===== config.mk =====
export PLATFORM = sky130hd
export DESIGN_NAME = ms_protect_1n
export DESIGN_NICKNAME = d
export VERILOG_FILES = /design/src/common/mslp_pkg.sv /design/src/hdl/ms_protect_1n.sv
export SDC_FILE = /design/constraint.sdc
export NUM_CORES = 2
export LEC_CHECK = 0
export ABC_AREA = 1
export ABC_CLOCK_PERIOD_IN_PS = 4500
export BUFFER_PORTS_ARGS = -buffer_cell sky130_fd_sc_hd__clkbuf_2
export CORE_UTILIZATION = 56
export CTS_CLUSTER_SIZE = 20
export DETAILED_ROUTE_END_ITERATION = 8
export GPL_TIMING_DRIVEN = 1
export PLACE_DENSITY = 0.79
export SLEW_MARGIN = 0
export SYNTH_ARGS = -nofsm -noshare
export SYNTH_HDL_FRONTEND = slang
export SYNTH_SLANG_ARGS = --single-unit

===== constraint.sdc =====
create_clock -name clock -period 4.5 [get_ports clock]
set_input_delay 0.225 -clock clock [delete_from_list [all_inputs] [get_ports clock]]
set_output_delay 0.225 -clock clock [all_outputs]
set_load 0.05 [all_outputs]

===== src/common/mslp_pkg.sv =====
// constants for the 1:n multiplex-section linear protection block
// assumes one byte-wide stream per section, all sharing one line clock and frame start
package mslp_pkg;
  localparam int DATA_W = 8;
  localparam int CH_W = 4;
  localparam int MAX_WORK = 14;
  localparam int APS_W = 13;
  localparam int ADDR_W = 4;
  localparam int IRQ_W = 3;
  localparam int WTR_W = 10;
  // request codes, numeric order is priority order
  localparam logic [3:0] REQ_LO = 4'hF;
  localparam logic [3:0] REQ_FS = 4'hE;
  localparam logic [3:0] REQ_SF = 4'hD;
  localparam logic [3:0] REQ_SD = 4'hB;
  localparam logic [3:0] REQ_MS = 4'h8;
  localparam logic [3:0] REQ_WTR = 4'h6;
  localparam logic [3:0] REQ_EXER = 4'h4;
  localparam logic [3:0] REQ_NR = 4'h0;
  // external command codes
  localparam logic [2:0] CMD_CLEAR = 3'h0;
  localparam logic [2:0] CMD_LOCK = 3'h1;
  localparam logic [2:0] CMD_FORCE = 3'h2;
  localparam logic [2:0] CMD_MAN = 3'h3;
  localparam logic [2:0] CMD_EXER = 3'h4;
  // null signal modes
  localparam logic [1:0] NULL_ONES = 2'h0;
  localparam logic [1:0] NULL_NORM1 = 2'h1;
  localparam logic [1:0] NULL_TEST = 2'h2;
  // register offsets (word index)
  localparam logic [3:0] A_CTRL = 4'h0;
  localparam logic [3:0] A_WTR = 4'h1;
  localparam logic [3:0] A_CMD = 4'h2;
  localparam logic [3:0] A_STATUS = 4'h3;
  localparam logic [3:0] A_APS_RX = 4'h4;
  localparam logic [3:0] A_IRQ_STAT = 4'h5;
  localparam logic [3:0] A_IRQ_MASK = 4'h6;
  localparam logic [3:0] A_REPORT = 4'h7;
  // field positions
  localparam int CTRL_BIDIR = 0;
  localparam int CTRL_EXTRA = 1;
  localparam int CTRL_NULL = 2;
  localparam int CMD_CH = 4;
  localparam int ST_REQ = 4;
  localparam int ST_WTR = 8;
  localparam int ST_PFAIL = 9;
  localparam int IRQ_APS = 0;
  localparam int IRQ_SWITCH = 1;
  localparam int IRQ_FOP = 2;
  // reset values
  localparam logic [WTR_W-1:0] WTR_RESET_S = 10'h12C;
  localparam logic [1:0] NULL_RESET = NULL_ONES;
  // timing
  localparam int CLOCK_HZ = 25_000_000;
  localparam int TICK_S = 1;
  localparam int TICK_CYCLES = CLOCK_HZ * TICK_S;
  localparam int WTR_MAX_MIN = 12;
  localparam logic [WTR_W-1:0] WTR_MAX_S = WTR_W'(WTR_MAX_MIN * 60);
  localparam logic [1:0] APS_ACCEPT = 2'h3;
  localparam logic [15:0] K1_INDEX = 16'h0010;
  localparam logic [15:0] K2_INDEX = 16'h0011;
endpackage


===== src/hdl/ms_protect_1n.sv =====
// 1:n linear multiplex-section protection: selector, bridge, protection trail
// termination pass-through and APS insert/extract adaptation, with a register port.
// assumes all streams share line_ck and frame_start, both from outside this clock domain.
//
// The strobed register port and the register offsets are this design's own decisions.
`timescale 1ns/100ps

// What this block does
// - select working or protection per normal output
// - working outputs always bridged from normal inputs
// - protection output: none, extra, or normal
// - unfed protection output carries null signal
// - on switch extra output forced all-ones
// - one protection for up to fourteen, revertive
// - type and restore changes only while idle
// - hold restore wait before reverting
// - lockout, forced, manual, clear, exercise; fail, degrade
// - trail source passes stream unchanged
// - trail fail follows server fail, gated cause
// - insert APS bits with section data
// - extract K1 and first five K2 bits
// - accept APS after three identical frames
// - APS extraction only on protection section
module ms_protect_1n #(
  parameter int N_WORK = mslp_pkg::MAX_WORK,
  parameter int TICK_CYCLES = mslp_pkg::TICK_CYCLES,
  parameter logic [15:0] K1_INDEX = mslp_pkg::K1_INDEX,
  parameter logic [15:0] K2_INDEX = mslp_pkg::K2_INDEX
) (
  // clock and reset
  input  wire logic                                   clock,
  input  wire logic                                   rst_n,
  // line timing
  input  wire logic                                   line_ck,
  input  wire logic                                   frame_start,
  // sink direction inputs
  input  wire logic [N_WORK-1:0][mslp_pkg::DATA_W-1:0] work_rx_data,
  input  wire logic [N_WORK-1:0]                      work_trail_fail,
  input  wire logic [N_WORK-1:0]                      work_trail_degrade,
  input  wire logic [mslp_pkg::DATA_W-1:0]            prot_rx_data,
  input  wire logic                                   prot_trail_fail,
  input  wire logic                                   prot_trail_degrade,
  // source direction inputs
  input  wire logic [N_WORK-1:0][mslp_pkg::DATA_W-1:0] norm_tx_data,
  input  wire logic [mslp_pkg::DATA_W-1:0]            extra_tx_data,
  // sink direction outputs
  output logic [N_WORK-1:0][mslp_pkg::DATA_W-1:0]      norm_rx_data,
  output logic [N_WORK-1:0]                           norm_server_fail,
  output logic [mslp_pkg::DATA_W-1:0]                 extra_rx_data,
  output logic                                        extra_server_fail,
  output logic                                        trail_fail_action,
  output logic                                        server_fail_cause,
  output logic                                        protocol_failure_cause,
  // source direction outputs
  output logic [N_WORK-1:0][mslp_pkg::DATA_W-1:0]      work_tx_data,
  output logic [mslp_pkg::DATA_W-1:0]                 prot_tx_data,
  output logic                                        out_strobe,
  output logic                                        out_frame_start,
  // register port
  input  wire logic [mslp_pkg::ADDR_W-1:0]            reg_addr,
  input  wire logic [31:0]                            reg_wr_data,
  input  wire logic                                   reg_wr,
  input  wire logic                                   reg_rd,
  output logic [31:0]                                 reg_rd_data,
  output logic                                        irq
);
  import mslp_pkg::*;

  localparam int TW = $clog2(TICK_CYCLES);
  localparam logic [CH_W-1:0] N_CH = CH_W'(N_WORK);

  typedef logic [N_WORK-1:0][DATA_W-1:0] bus_t;

  typedef struct packed {
    logic ck1, ck2, ck3, fs1, fs2;
    bus_t wd1, wd2, nt1, nt2, norm_rx, work_tx;
    logic [DATA_W-1:0] pd1, pd2, et1, et2, prot_tx, extra_rx, pattern, k1_tmp;
    logic [N_WORK-1:0] wf1, wf2, wsd1, wsd2, norm_fail;
    logic pf1, pf2, psd1, psd2;
    logic [15:0] byte_cnt;
    logic [APS_W-1:0] aps_cand, aps_acc;
    logic [1:0] aps_cnt;
    logic bidir_cfg, bidir_eff, extra_sel, report_en;
    logic [1:0] null_mode;
    logic [WTR_W-1:0] wtr_cfg, wtr_eff, wtr_cnt;
    logic [2:0] cmd;
    logic [CH_W-1:0] cmd_ch, sel_ch, wtr_ch, tx_ch;
    logic [3:0] sel_code, tx_req;
    logic [TW-1:0] tick_cnt;
    logic [IRQ_W-1:0] istat, imask;
    logic extra_fail, tfa, cause, fop, strobe, ofs;
    logic [31:0] rd_data;
  } state_t;

  state_t s_r, s_nxt;

  // lowest-numbered section with its bit set, zero when none
  function automatic logic [CH_W-1:0] first_set(input logic [N_WORK-1:0] v);
    logic [CH_W-1:0] ch;
    ch = '0;
    for (int i = N_WORK - 1; i >= 0; i--) begin
      if (v[i]) begin
        ch = CH_W'(i + 1);
      end
    end
    return ch;
  endfunction

  logic             lk_edge;
  logic [3:0]       lreq, creq;
  logic [CH_W-1:0]  lch, cch, lf, ld;
  logic             below;
  logic             tick;
  logic [APS_W-1:0] aps_tx, frame_aps;
  logic [DATA_W-1:0] src;
  logic [1:0]       cnt_nxt;
  logic [IRQ_W-1:0] ev;

  always_comb begin
    s_nxt = s_r;
    // two-stage synchronisers; the first stage feeds only the second
    s_nxt.ck1 = line_ck;
    s_nxt.ck2 = s_r.ck1;
    s_nxt.ck3 = s_r.ck2;
    s_nxt.fs1 = frame_start;
    s_nxt.fs2 = s_r.fs1;
    s_nxt.wd1 = work_rx_data;
    s_nxt.wd2 = s_r.wd1;
    s_nxt.nt1 = norm_tx_data;
    s_nxt.nt2 = s_r.nt1;
    s_nxt.pd1 = prot_rx_data;
    s_nxt.pd2 = s_r.pd1;
    s_nxt.et1 = extra_tx_data;
    s_nxt.et2 = s_r.et1;
    s_nxt.wf1 = work_trail_fail;
    s_nxt.wf2 = s_r.wf1;
    s_nxt.wsd1 = work_trail_degrade;
    s_nxt.wsd2 = s_r.wsd1;
    s_nxt.pf1 = prot_trail_fail;
    s_nxt.pf2 = s_r.pf1;
    s_nxt.psd1 = prot_trail_degrade;
    s_nxt.psd2 = s_r.psd1;
    lk_edge = s_r.ck2 & ~s_r.ck3;
    ev = '0;

    // local request, highest priority first
    lf = first_set(s_r.wf2);
    ld = first_set(s_r.wsd2);
    below = 1'b0;
    lch = '0;
    if (s_r.cmd == CMD_LOCK) begin
      lreq = REQ_LO;
    end else if (s_r.pf2) begin
      lreq = REQ_SF;
    end else if (s_r.cmd == CMD_FORCE) begin
      lreq = REQ_FS;
      lch = s_r.cmd_ch;
    end else if (lf != '0) begin
      lreq = REQ_SF;
      lch = lf;
    end else if (ld != '0) begin
      lreq = REQ_SD;
      lch = ld;
    end else if (s_r.psd2) begin
      lreq = REQ_SD;
    end else if (s_r.cmd == CMD_MAN) begin
      lreq = REQ_MS;
      lch = s_r.cmd_ch;
    end else begin
      below = 1'b1;
      if (s_r.wtr_ch != '0) begin
        lreq = REQ_WTR;
        lch = s_r.wtr_ch;
      end else if (s_r.sel_ch != '0 &&
                   (s_r.sel_code == REQ_SF || s_r.sel_code == REQ_SD)) begin
        // keep the selection up in the cycle the restore wait is loaded
        lreq = REQ_WTR;
        lch = s_r.sel_ch;
      end else if (s_r.cmd == CMD_EXER) begin
        lreq = REQ_EXER;
        lch = s_r.cmd_ch;
      end else begin
        lreq = REQ_NR;
      end
    end

    // wait-to-restore: revertive only, so a cleared working fail or degrade goes through it when nothing higher is up
    tick = (s_r.tick_cnt == TW'(TICK_CYCLES - 1));
    s_nxt.tick_cnt = tick ? '0 : s_r.tick_cnt + TW'(1);
    if (below && s_r.wtr_ch == '0 && s_r.sel_ch != '0 &&
        (s_r.sel_code == REQ_SF || s_r.sel_code == REQ_SD)) begin
      s_nxt.wtr_ch = s_r.sel_ch;
      s_nxt.wtr_cnt = s_r.wtr_eff;
    end else if (!below || (reg_wr_data[2:0] == CMD_CLEAR && s_r.wtr_ch != '0 && reg_wr &&
                            reg_addr == A_CMD)) begin
      s_nxt.wtr_ch = '0;
    end else if (s_r.wtr_ch != '0 && tick) begin
      if (s_r.wtr_cnt == '0) begin
        s_nxt.wtr_ch = '0;
      end else begin
        s_nxt.wtr_cnt = s_r.wtr_cnt - WTR_W'(1);
      end
    end

    // bidirectional: a higher far-end request steers the selector too
    creq = lreq;
    cch = lch;
    if (s_r.bidir_eff && s_r.aps_acc[12:9] > lreq) begin
      creq = s_r.aps_acc[12:9];
      cch = s_r.aps_acc[8:5];
    end
    if (creq == REQ_LO || creq == REQ_EXER || creq == REQ_NR || cch > N_CH) begin
      s_nxt.sel_ch = '0;
    end else begin
      s_nxt.sel_ch = cch;
    end
    s_nxt.sel_code = creq;
    s_nxt.tx_req = lreq;
    s_nxt.tx_ch = lch;
    if (s_nxt.sel_ch != s_r.sel_ch) begin
      ev[IRQ_SWITCH] = 1'b1;
    end

    // configuration takes effect only while nothing is switched or requested
    if (s_r.sel_ch == '0 && lreq == REQ_NR && s_r.wtr_ch == '0) begin
      s_nxt.bidir_eff = s_r.bidir_cfg;
      s_nxt.wtr_eff = s_r.wtr_cfg;
    end
    // far end claiming a 1+1 architecture while we run bidirectional 1:n
    s_nxt.fop = s_r.bidir_eff & s_r.aps_acc[0];
    if (s_nxt.fop & ~s_r.fop) begin
      ev[IRQ_FOP] = 1'b1;
    end

    // protection trail termination sink
    s_nxt.tfa = s_r.pf2;
    s_nxt.cause = s_r.pf2 & s_r.report_en;

    aps_tx = {s_r.tx_req, s_r.tx_ch, s_r.sel_ch, 1'b0};
    frame_aps = {s_r.k1_tmp, s_r.pd2[7:3]};
    cnt_nxt = 2'h1;
    if (frame_aps == s_r.aps_cand) begin
      cnt_nxt = (s_r.aps_cnt == APS_ACCEPT) ? APS_ACCEPT : s_r.aps_cnt + 2'h1;
    end
    s_nxt.strobe = 1'b0;
    s_nxt.ofs = s_r.ofs;
    if (lk_edge) begin
      s_nxt.strobe = 1'b1;
      s_nxt.ofs = s_r.fs2;
      s_nxt.byte_cnt = s_r.fs2 ? '0 : s_r.byte_cnt + 16'h0001;
      s_nxt.pattern = s_r.pattern + 8'h01;
      // K bytes are taken only from the protection section
      if (s_nxt.byte_cnt == K1_INDEX) begin
        s_nxt.k1_tmp = s_r.pd2;
      end
      if (s_nxt.byte_cnt == K2_INDEX) begin
        s_nxt.aps_cand = frame_aps;
        s_nxt.aps_cnt = cnt_nxt;
        if (cnt_nxt == APS_ACCEPT && frame_aps != s_r.aps_acc) begin
          s_nxt.aps_acc = frame_aps;
          ev[IRQ_APS] = 1'b1;
        end
      end
      for (int i = 0; i < N_WORK; i++) begin
        s_nxt.work_tx[i] = s_r.nt2[i];
        if (s_r.sel_ch == CH_W'(i + 1)) begin
          s_nxt.norm_rx[i] = s_r.pd2;
          s_nxt.norm_fail[i] = s_r.pf2;
        end else begin
          s_nxt.norm_rx[i] = s_r.wd2[i];
          s_nxt.norm_fail[i] = s_r.wf2[i];
        end
      end
      // extra traffic loses the protection section on any switch
      if (s_r.sel_ch != '0 || !s_r.extra_sel) begin
        s_nxt.extra_rx = 8'hFF;
        s_nxt.extra_fail = 1'b1;
      end else begin
        s_nxt.extra_rx = s_r.pd2;
        s_nxt.extra_fail = s_r.pf2;
      end
      // bridge source for the protection output
      if (s_r.sel_ch != '0) begin
        src = s_r.nt2[s_r.sel_ch - CH_W'(1)];
      end else if (s_r.extra_sel) begin
        src = s_r.et2;
      end else if (s_r.null_mode == NULL_NORM1) begin
        src = s_r.nt2[0];
      end else if (s_r.null_mode == NULL_TEST) begin
        src = s_r.pattern;
      end else begin
        src = 8'hFF;
      end
      if (s_nxt.byte_cnt == K1_INDEX) begin
        s_nxt.prot_tx = aps_tx[12:5];
      end else if (s_nxt.byte_cnt == K2_INDEX) begin
        s_nxt.prot_tx = {aps_tx[4:0], src[2:0]};
      end else begin
        s_nxt.prot_tx = src;
      end
    end else begin
      src = '0;
    end

    // register port
    s_nxt.rd_data = '0;
    if (reg_rd) begin
      case (reg_addr)
        A_CTRL: s_nxt.rd_data = {28'h0, s_r.null_mode, s_r.extra_sel, s_r.bidir_cfg};
        A_WTR: s_nxt.rd_data = {22'h0, s_r.wtr_cfg};
        A_CMD: s_nxt.rd_data = {24'h0, s_r.cmd_ch, 1'b0, s_r.cmd};
        A_STATUS: s_nxt.rd_data = {22'h0, s_r.pf2, s_r.wtr_ch != '0, s_r.tx_req, s_r.sel_ch};
        A_APS_RX: s_nxt.rd_data = {19'h0, s_r.aps_acc};
        A_IRQ_STAT: s_nxt.rd_data = {29'h0, s_r.istat};
        A_IRQ_MASK: s_nxt.rd_data = {29'h0, s_r.imask};
        A_REPORT: s_nxt.rd_data = {31'h0, s_r.report_en};
        default: s_nxt.rd_data = '0;
      endcase
    end
    // write-one-to-clear, a new event in the same cycle wins
    s_nxt.istat = s_r.istat | ev;
    if (reg_wr) begin
      case (reg_addr)
        A_CTRL: begin
          s_nxt.bidir_cfg = reg_wr_data[CTRL_BIDIR];
          s_nxt.extra_sel = reg_wr_data[CTRL_EXTRA];
          s_nxt.null_mode = reg_wr_data[CTRL_NULL+:2];
        end
        A_WTR: begin
          s_nxt.wtr_cfg = (reg_wr_data[WTR_W-1:0] > WTR_MAX_S) ? WTR_MAX_S
                                                               : reg_wr_data[WTR_W-1:0];
        end
        A_CMD: begin
          s_nxt.cmd = reg_wr_data[2:0];
          s_nxt.cmd_ch = reg_wr_data[CMD_CH+:CH_W];
        end
        A_IRQ_STAT: s_nxt.istat = (s_r.istat & ~reg_wr_data[IRQ_W-1:0]) | ev;
        A_IRQ_MASK: s_nxt.imask = reg_wr_data[IRQ_W-1:0];
        A_REPORT: s_nxt.report_en = reg_wr_data[0];
        default: s_nxt.istat = s_r.istat | ev;
      endcase
    end
  end

  always_ff @(posedge clock) begin
    if (!rst_n) begin
      s_r <= '0;
      s_r.wtr_cfg <= WTR_RESET_S;
      s_r.wtr_eff <= WTR_RESET_S;
      s_r.null_mode <= NULL_RESET;
      s_r.extra_fail <= 1'b1;
    end else begin
      s_r <= s_nxt;
    end
  end

  assign norm_rx_data = s_r.norm_rx;
  assign norm_server_fail = s_r.norm_fail;
  assign extra_rx_data = s_r.extra_rx;
  assign extra_server_fail = s_r.extra_fail;
  assign trail_fail_action = s_r.tfa;
  assign server_fail_cause = s_r.cause;
  assign protocol_failure_cause = s_r.fop;
  assign work_tx_data = s_r.work_tx;
  assign prot_tx_data = s_r.prot_tx;
  assign out_strobe = s_r.strobe;
  assign out_frame_start = s_r.ofs;
  assign reg_rd_data = s_r.rd_data;
  assign irq = |(s_r.istat & s_r.imask);

  a_work_bridge: assert property (@(posedge clock) disable iff (!rst_n)
    (s_r.ck2 && !s_r.ck3) |=> (s_r.work_tx == $past(s_r.nt2)))
    else $error("working output not bridged from normal input");

  a_fail_cause: assert property (@(posedge clock) disable iff (!rst_n)
    ##1 (server_fail_cause == ($past(s_r.pf2) && $past(s_r.report_en))))
    else $error("fail cause not gated by report enable");

  a_aps_accept: assert property (@(posedge clock) disable iff (!rst_n)
    $changed(s_r.aps_acc) |-> (s_r.aps_cnt == APS_ACCEPT && s_r.aps_cand == s_r.aps_acc))
    else $error("APS accepted without three identical frames");

  a_extra_ais: assert property (@(posedge clock) disable iff (!rst_n)
    (s_r.ck2 && !s_r.ck3 && s_r.sel_ch != '0) |=> (extra_rx_data == 8'hFF && extra_server_fail))
    else $error("extra traffic not squelched on switch");

  a_null_ones: assert property (@(posedge clock) disable iff (!rst_n)
    (s_r.ck2 && !s_r.ck3 && s_r.sel_ch == '0 && !s_r.extra_sel && s_r.null_mode == NULL_ONES
     && s_nxt.byte_cnt != K1_INDEX && s_nxt.byte_cnt != K2_INDEX) |=> (prot_tx_data == 8'hFF))
    else $error("null signal not all-ones");

  a_lockout_idle: assert property (@(posedge clock) disable iff (!rst_n)
    (s_r.cmd == CMD_LOCK)[*2] |-> (s_r.sel_ch == '0))
    else $error("lockout did not release protection");

  a_sf_switch: assert property (@(posedge clock) disable iff (!rst_n)
    (s_r.wf2[1:0] == 2'b10 && !s_r.pf2 && s_r.cmd == CMD_CLEAR &&
     !(s_r.bidir_eff && s_r.aps_acc[12:9] > REQ_SF))[*2] |-> (s_r.sel_ch == 4'h2))
    else $error("signal fail on section two not switched");

  a_cfg_quiet: assert property (@(posedge clock) disable iff (!rst_n)
    ($changed(s_r.bidir_eff) || $changed(s_r.wtr_eff)) |-> ($past(s_r.sel_ch) == '0))
    else $error("configuration changed while switched");

  a_wtr_load: assert property (@(posedge clock) disable iff (!rst_n)
    $rose(s_r.wtr_ch != '0) |-> (s_r.wtr_cnt == s_r.wtr_eff && s_r.sel_ch == s_r.wtr_ch))
    else $error("restore wait not loaded from setting");

  a_k1_insert: assert property (@(posedge clock) disable iff (!rst_n)
    (s_r.ck2 && !s_r.ck3 && s_nxt.byte_cnt == K1_INDEX) |=> (prot_tx_data == $past(aps_tx[12:5])))
    else $error("K1 not inserted on protection output");
endmodule


* After elaboration in Yosys (flattened, before gate mapping)
Cells that the tools add are included. Widths: inputs -> output; s select.
Cells by class: multiplexer cells 118, eq/ne operators 41, magnitude comparators 4, reduce and logical (&&, ||, !) cells 47, bitwise operators 12, add/sub/neg operators 6
Operators with widths (number):
- $mux 4 | 52
- $mux 8 | 22
- $pmux 13 s8 | 1
- $mux 10 | 5
- $eq 4x4->1 const B | 10
- $eq 4x3->1 const B | 9
- $bmux 8 s4 | 1
- $eq 16x5->1 const B | 2
- $mux 1 | 27
- $add 25x1->25 const B | 1
- $eq 25x25->1 const B | 1
- $logic_not 4->1 | 5
- $reduce_and 2->1 | 9
- $add 16x1->16 const B | 1
- $eq 4x2->1 const B | 4
- $mux 16 | 1
- $reduce_bool 4->1 | 4
- $mux 3 | 5
- $eq 13x13->1 | 1
- $ne 13x13->1 | 1
- $logic_and 1x1->1 | 12
- $gt 10x10->1 const B | 1
- $logic_not 10->1 | 1
- $sub 10x1->10 const B | 1
- other kinds (29) | 51
Word-level totals: bits in registers 991, logic and storage cells 363, output and inout port bits 293, bits of input ports 312

* Depth between registers and ports, before layout
word-level depth 33, mapped depth 38, depth with buffers taken out 38

* Worst setup path before layout
No wires, ideal clock.
kind reg-to-reg, from register s_r (netlist bit aps_tx[1]), to register s_r[42] (netlist name), required time 4.372 ns, arrival 3.376 ns, setup time 0.128 ns, path slack 0.996 ns, buffers on the path 2, stages on the path, launching flop included 33, period minus slack after synthesis 3.504 ns, cell sequence dfxtp_1 -> inv_2 -> clkbuf_1 -> ha_1 -> nand2_1 -> nand2_1 -> nand2_1 -> nand2_1 -> nand4_1 -> nand2_1 -> nand2_1 -> nand2_1 -> nand2_1 -> inv_1 -> ha_1 -> inv_1 -> nor2_1 -> nor2_1 -> o21ai_0 -> nand2_1 -> buf_1 -> nand3_1 -> nand2_1 -> nor2_1 -> nand2_1 -> nand2_1 -> nand2_2 -> and2_1 -> nand2_1 -> nand2_1 -> nand3_1 -> nor2_1 -> nor2_1
On the way: cells in the longest elaborated chain, start to end 24, elaborated cells between the ends (all ways) 38, those cells by class order compare (2); eq/ne (3); mux (24); bitwise (2); reduce/logical (7)
Ends and longest elaborated chain:
- start: declaration | RTL line ms_protect_1n.sv:95 | state_t s_r, s_nxt;
- start signal: assignment | RTL line ms_protect_1n.sv:353 | s_r <= s_nxt;
- branches (longest 19 deep; another with $gt 4x4->1)
- $ne 4x4->1 (*) | RTL line ms_protect_1n.sv:220 | if (s_nxt.sel_ch != s_r.sel_ch) begin
- $mux 1 (*) | RTL line ms_protect_1n.sv:220
- $or 3x3->3 (on tied branches) | RTL line ms_protect_1n.sv:321, ms_protect_1n.sv:340, ms_protect_1n.sv:337
- $mux 3
- $mux 6 (*) | RTL line ms_protect_1n.sv:322 | if (reg_wr) begin
Mark *: on every way between the ends. A chain may end at the register's enable or synchronous reset.

* Worst setup path after layout
from register s_r[205] (netlist name), to register s_r[42] (netlist name)
On the way: cells in the longest elaborated chain, start to end 31, elaborated cells between the ends (all ways) 41, those cells by class order compare (2); eq/ne (3); mux (28); bitwise (2); reduce/logical (6)
Ends and longest elaborated chain:
- $mux 4 (*) (12 in series) | RTL line ms_protect_1n.sv:102 | if (v[i]) begin
- branches (longest 13 deep; another with $gt 4x4->1)
- $mux 4 (*) | RTL line ms_protect_1n.sv:212 | if (creq == REQ_LO || creq == REQ_EXER || creq == REQ_NR || cch > N_CH) begin
- $ne 4x4->1 (*) | RTL line ms_protect_1n.sv:220
- $mux 1 (*) | RTL line ms_protect_1n.sv:220
- $or 3x3->3 (on tied branches) | RTL line ms_protect_1n.sv:321, ms_protect_1n.sv:340, ms_protect_1n.sv:337
- $mux 3
- $mux 6 (*) | RTL line ms_protect_1n.sv:322
Marked as above.

==> impl_metrics.json <==
{
  "worst_clock_skew_ns": 0.0476,
  "core_region_area_um2": 66000,
  "topRoutingLayerUsed": "met5",
  "antenna_found_initial": 9,
  "tightest_slew_ns": 1.25,
  "synthFlopType": "dfxtp_1",
  "grt_use_total": 0.330,
  "fin_crit_ns": 4.00,
  "fill_cells": 4828,
  "syn_to_final_growth_pct": 20.3,
  "synth_seq_area_share": 0.519,
  "syn_area_um2": 37500,
  "wl_met2_um": 51300,
  "drt_iter0_drc": 3314,
  "cpMostUsedCell": "nor2_1",
  "path_max_fanout": 12,
  "violations": "design-rule violations",
  "synth-async-reset-ratio": 0,
  "p_leak_nw": 24.0,
  "rsz0062_at_grt": "no",
  "route.detailed.drc": 26,
  "required_ns": 5.02,
  "critPathLaunchType": "flop",
  "yosysUniqueCellTypes": 52,
  "finalSetupViolations": 0,
  "finalMaxSlewViolations": 0,
  "hold_viol": 0,
  "wl_um": 116000,
  "layout_common_cells": "nand2_1 (1031), dfxtp_1 (971), inv_1 (880)",
  "drt-pass1-iter-count": 9,
  "path_clk_slew_ns": 0.07,
  "dp_hpwl_um": 70500,
  "start_util": 0.568,
  "syn_inst": 4848,
  "htree_levels": 3,
  "met1_length_um": 45400,
  "crit_type": "reg2reg",
  "overflow": 0,
  "wl_met3_um": 10300,
  "pin_count": 605,
  "die_x_um": 261,
  "arrival_ns": 4.52,
  "finalCritPeriodShare": 0.888,
  "cap_viol_max_count": 0,
  "vias_per_cell": 5.23,
  "fin_nets": 5657,
  "clk_latency_ns": 0.68,
  "slew_headroom": 0.168,
  "path_buf_inv": 2,
  "portBuffers": 563,
  "final_common_cell": "nand2_1",
  "placementRows": 94,
  "grt_start_max_net_pins": 233,
  "wl_per_cell_um": 18.4,
  "cts-root-buf": "clkbuf_16",
  "status": "complete, but fails checks",
  "tns_ns": 0,
  "ys_warn_count": 0,
  "end_kind": "flop",
  "synth.avg_cell_area_um2": 7.74,
  "dp.cells": 5801,
  "ant_nets": 0,
  "cp_slowest_cell": "dfxtp_1",
  "irDropWorstVdd_mv": 0.487,
  "place_congestion": 0.982,
  "p_per_area_nw_per_um2": 447,
  "instances_no_fill": 6284,
  "drive_gt1_frac": 0.147,
  "synth_edf_count": 0,
  "clockBufferDepth": 3,
  "vias": 32900,
  "grt_pass1_wl_um": 174000,
  "grt_pass1_vias": 31300,
  "dieArea_um2": 68000,
  "fp.dieH_um": 261,
  "worstHoldPathType": "in2reg",
  "ys_ff_latch": 972,
  "max_stage_delay_ns": 0.32,
  "numCtsBuffers": 96,
  "fmax_mhz": 250,
  "cts_tree": "done",
  "crit_family": "simple AND/OR/NAND/NOR gates",
  "clock-sinks": 972
}
## cell families (layout without fill, tap and decap cells)
family	Yosys count	in the layout	synth area share
compound gates	789	789	0.123
xor+xnor	26	26	0.00607
fa+ha+maj	12	12	0.00400
buf+inv	1408	1954	0.170
flops	972	972	0.519
other cells	1	27	0.000100
simple gates	1640	1640	0.177
## routing by layer
metal | vias up | track usage
met5 | - | 0
met4 | 2 | 0.228
met3 | 492 | 0.0741
met2 | 1657 | 0.506
met1 | 15100 | 0.412
li1 | 15700 | -
## cell usage after synthesis, drive strengths merged, types with 2 or more instances
library cell / number / area (um2)
nand2: 1045 / 3960
dfxtp: 972 / 19500
inv: 886 / 3330
nor2: 381 / 1470
buf: 309 / 2260
o21ai: 308 / 1540
clkbuf: 207 / 777
a21oi: 202 / 1050
o211ai: 153 / 1150
nand3: 121 / 631
a31oi: 39 / 244
o22ai: 37 / 231
nor3: 35 / 206
nand4: 24 / 150
nor3b: 15 / 113
xor2: 15 / 131
a221oi: 12 / 105
ha: 12 / 150
xnor2: 11 / 96.3
a211oi: 10 / 75.1
nor4: 10 / 62.6
o311ai: 10 / 87.6
clkinv: 6 / 23.8
o21a: 4 / 30.0
o221ai: 4 / 35.0
or2: 4 / 25.0
o41ai: 3 / 26.3
a22oi: 2 / 15.0
and2: 2 / 12.5
and3: 2 / 12.5
o2111ai: 2 / 17.5
## power by group
part	internal, mW	leakage, nW	switching, mW
Combinational	0.739	14.4	1.71
Sequential	8.99	7.99	0.209
Clock	5.00	1.66	3.53
## worst paths after layout
path,from,endpoint,slack [ns],depth (start not counted)
max,s_r[205],s_r[42],0.50,25
min,reg_addr[2],s_r[128],0.03,5
max reg2reg,s_r[205],s_r[42],0.50,25
min reg2reg,s_nxt[633],s_r[633],0.39,2
## flip-flops by register name (all words and copies together), names as in the netlist
register,flops
norm_server_fail,14
frame_aps,13
extra_rx_data,8
protocol_failure_cause,1
aps_tx,12
s_nxt,274
s_r,400
server_fail_cause,1
trail_fail_action,1
extra_server_fail,1
out_frame_start,1
norm_rx_data,112
reg_rd_data,13
work_tx_data,112
prot_tx_data,8
out_strobe,1
## repair_timing
item,CTS,global route
endpoints found under the hold margin,311,0
hold buffers,298,0
buffers inserted,0,0
gates resized for setup,0,2
endpoints found under the setup margin,0,1
## worst min-delay path, stage by stage
cell,delay [ns]
clkbuf_2,0.09
inv_1,0.04
nor2_1,0.09
nand3_1,0.10
a21oi_1,0.07
## through the flow
stage / power, mW / util / instance area, um2 / hold WS [ns] / worst slack, ns
after floorplan: 10.9 / - / 37600 / 0.323 / 0.996
after global placement: 11.5 / 0.586 / 38700 / 0.392 / 0.362
after detailed placement: 11.5 / 0.586 / 38700 / 0.395 / 0.323
after CTS: 20.1 / 0.683 / 45100 / 0.00467 / 0.363
after global routing: 20.8 / 0.683 / 45100 / 0.0723 / 0.0406
final: 20.2 / 0.684 / 45100 / 0.0292 / 0.504
## final cells by class
cell class              count  area, um2  share of cell area
diodes                      8       20.0            0.000444
multi-input cells        2486      11700               0.260
inverters                 892       3360              0.0744
clock buffers             137       2760              0.0611
repair buffers            885       6040               0.134
clock inverters            40        648              0.0144
flip-flops and latches    972      19500               0.431
well taps                 864       1080              0.0240
Power figures use the tool's default switching activity.
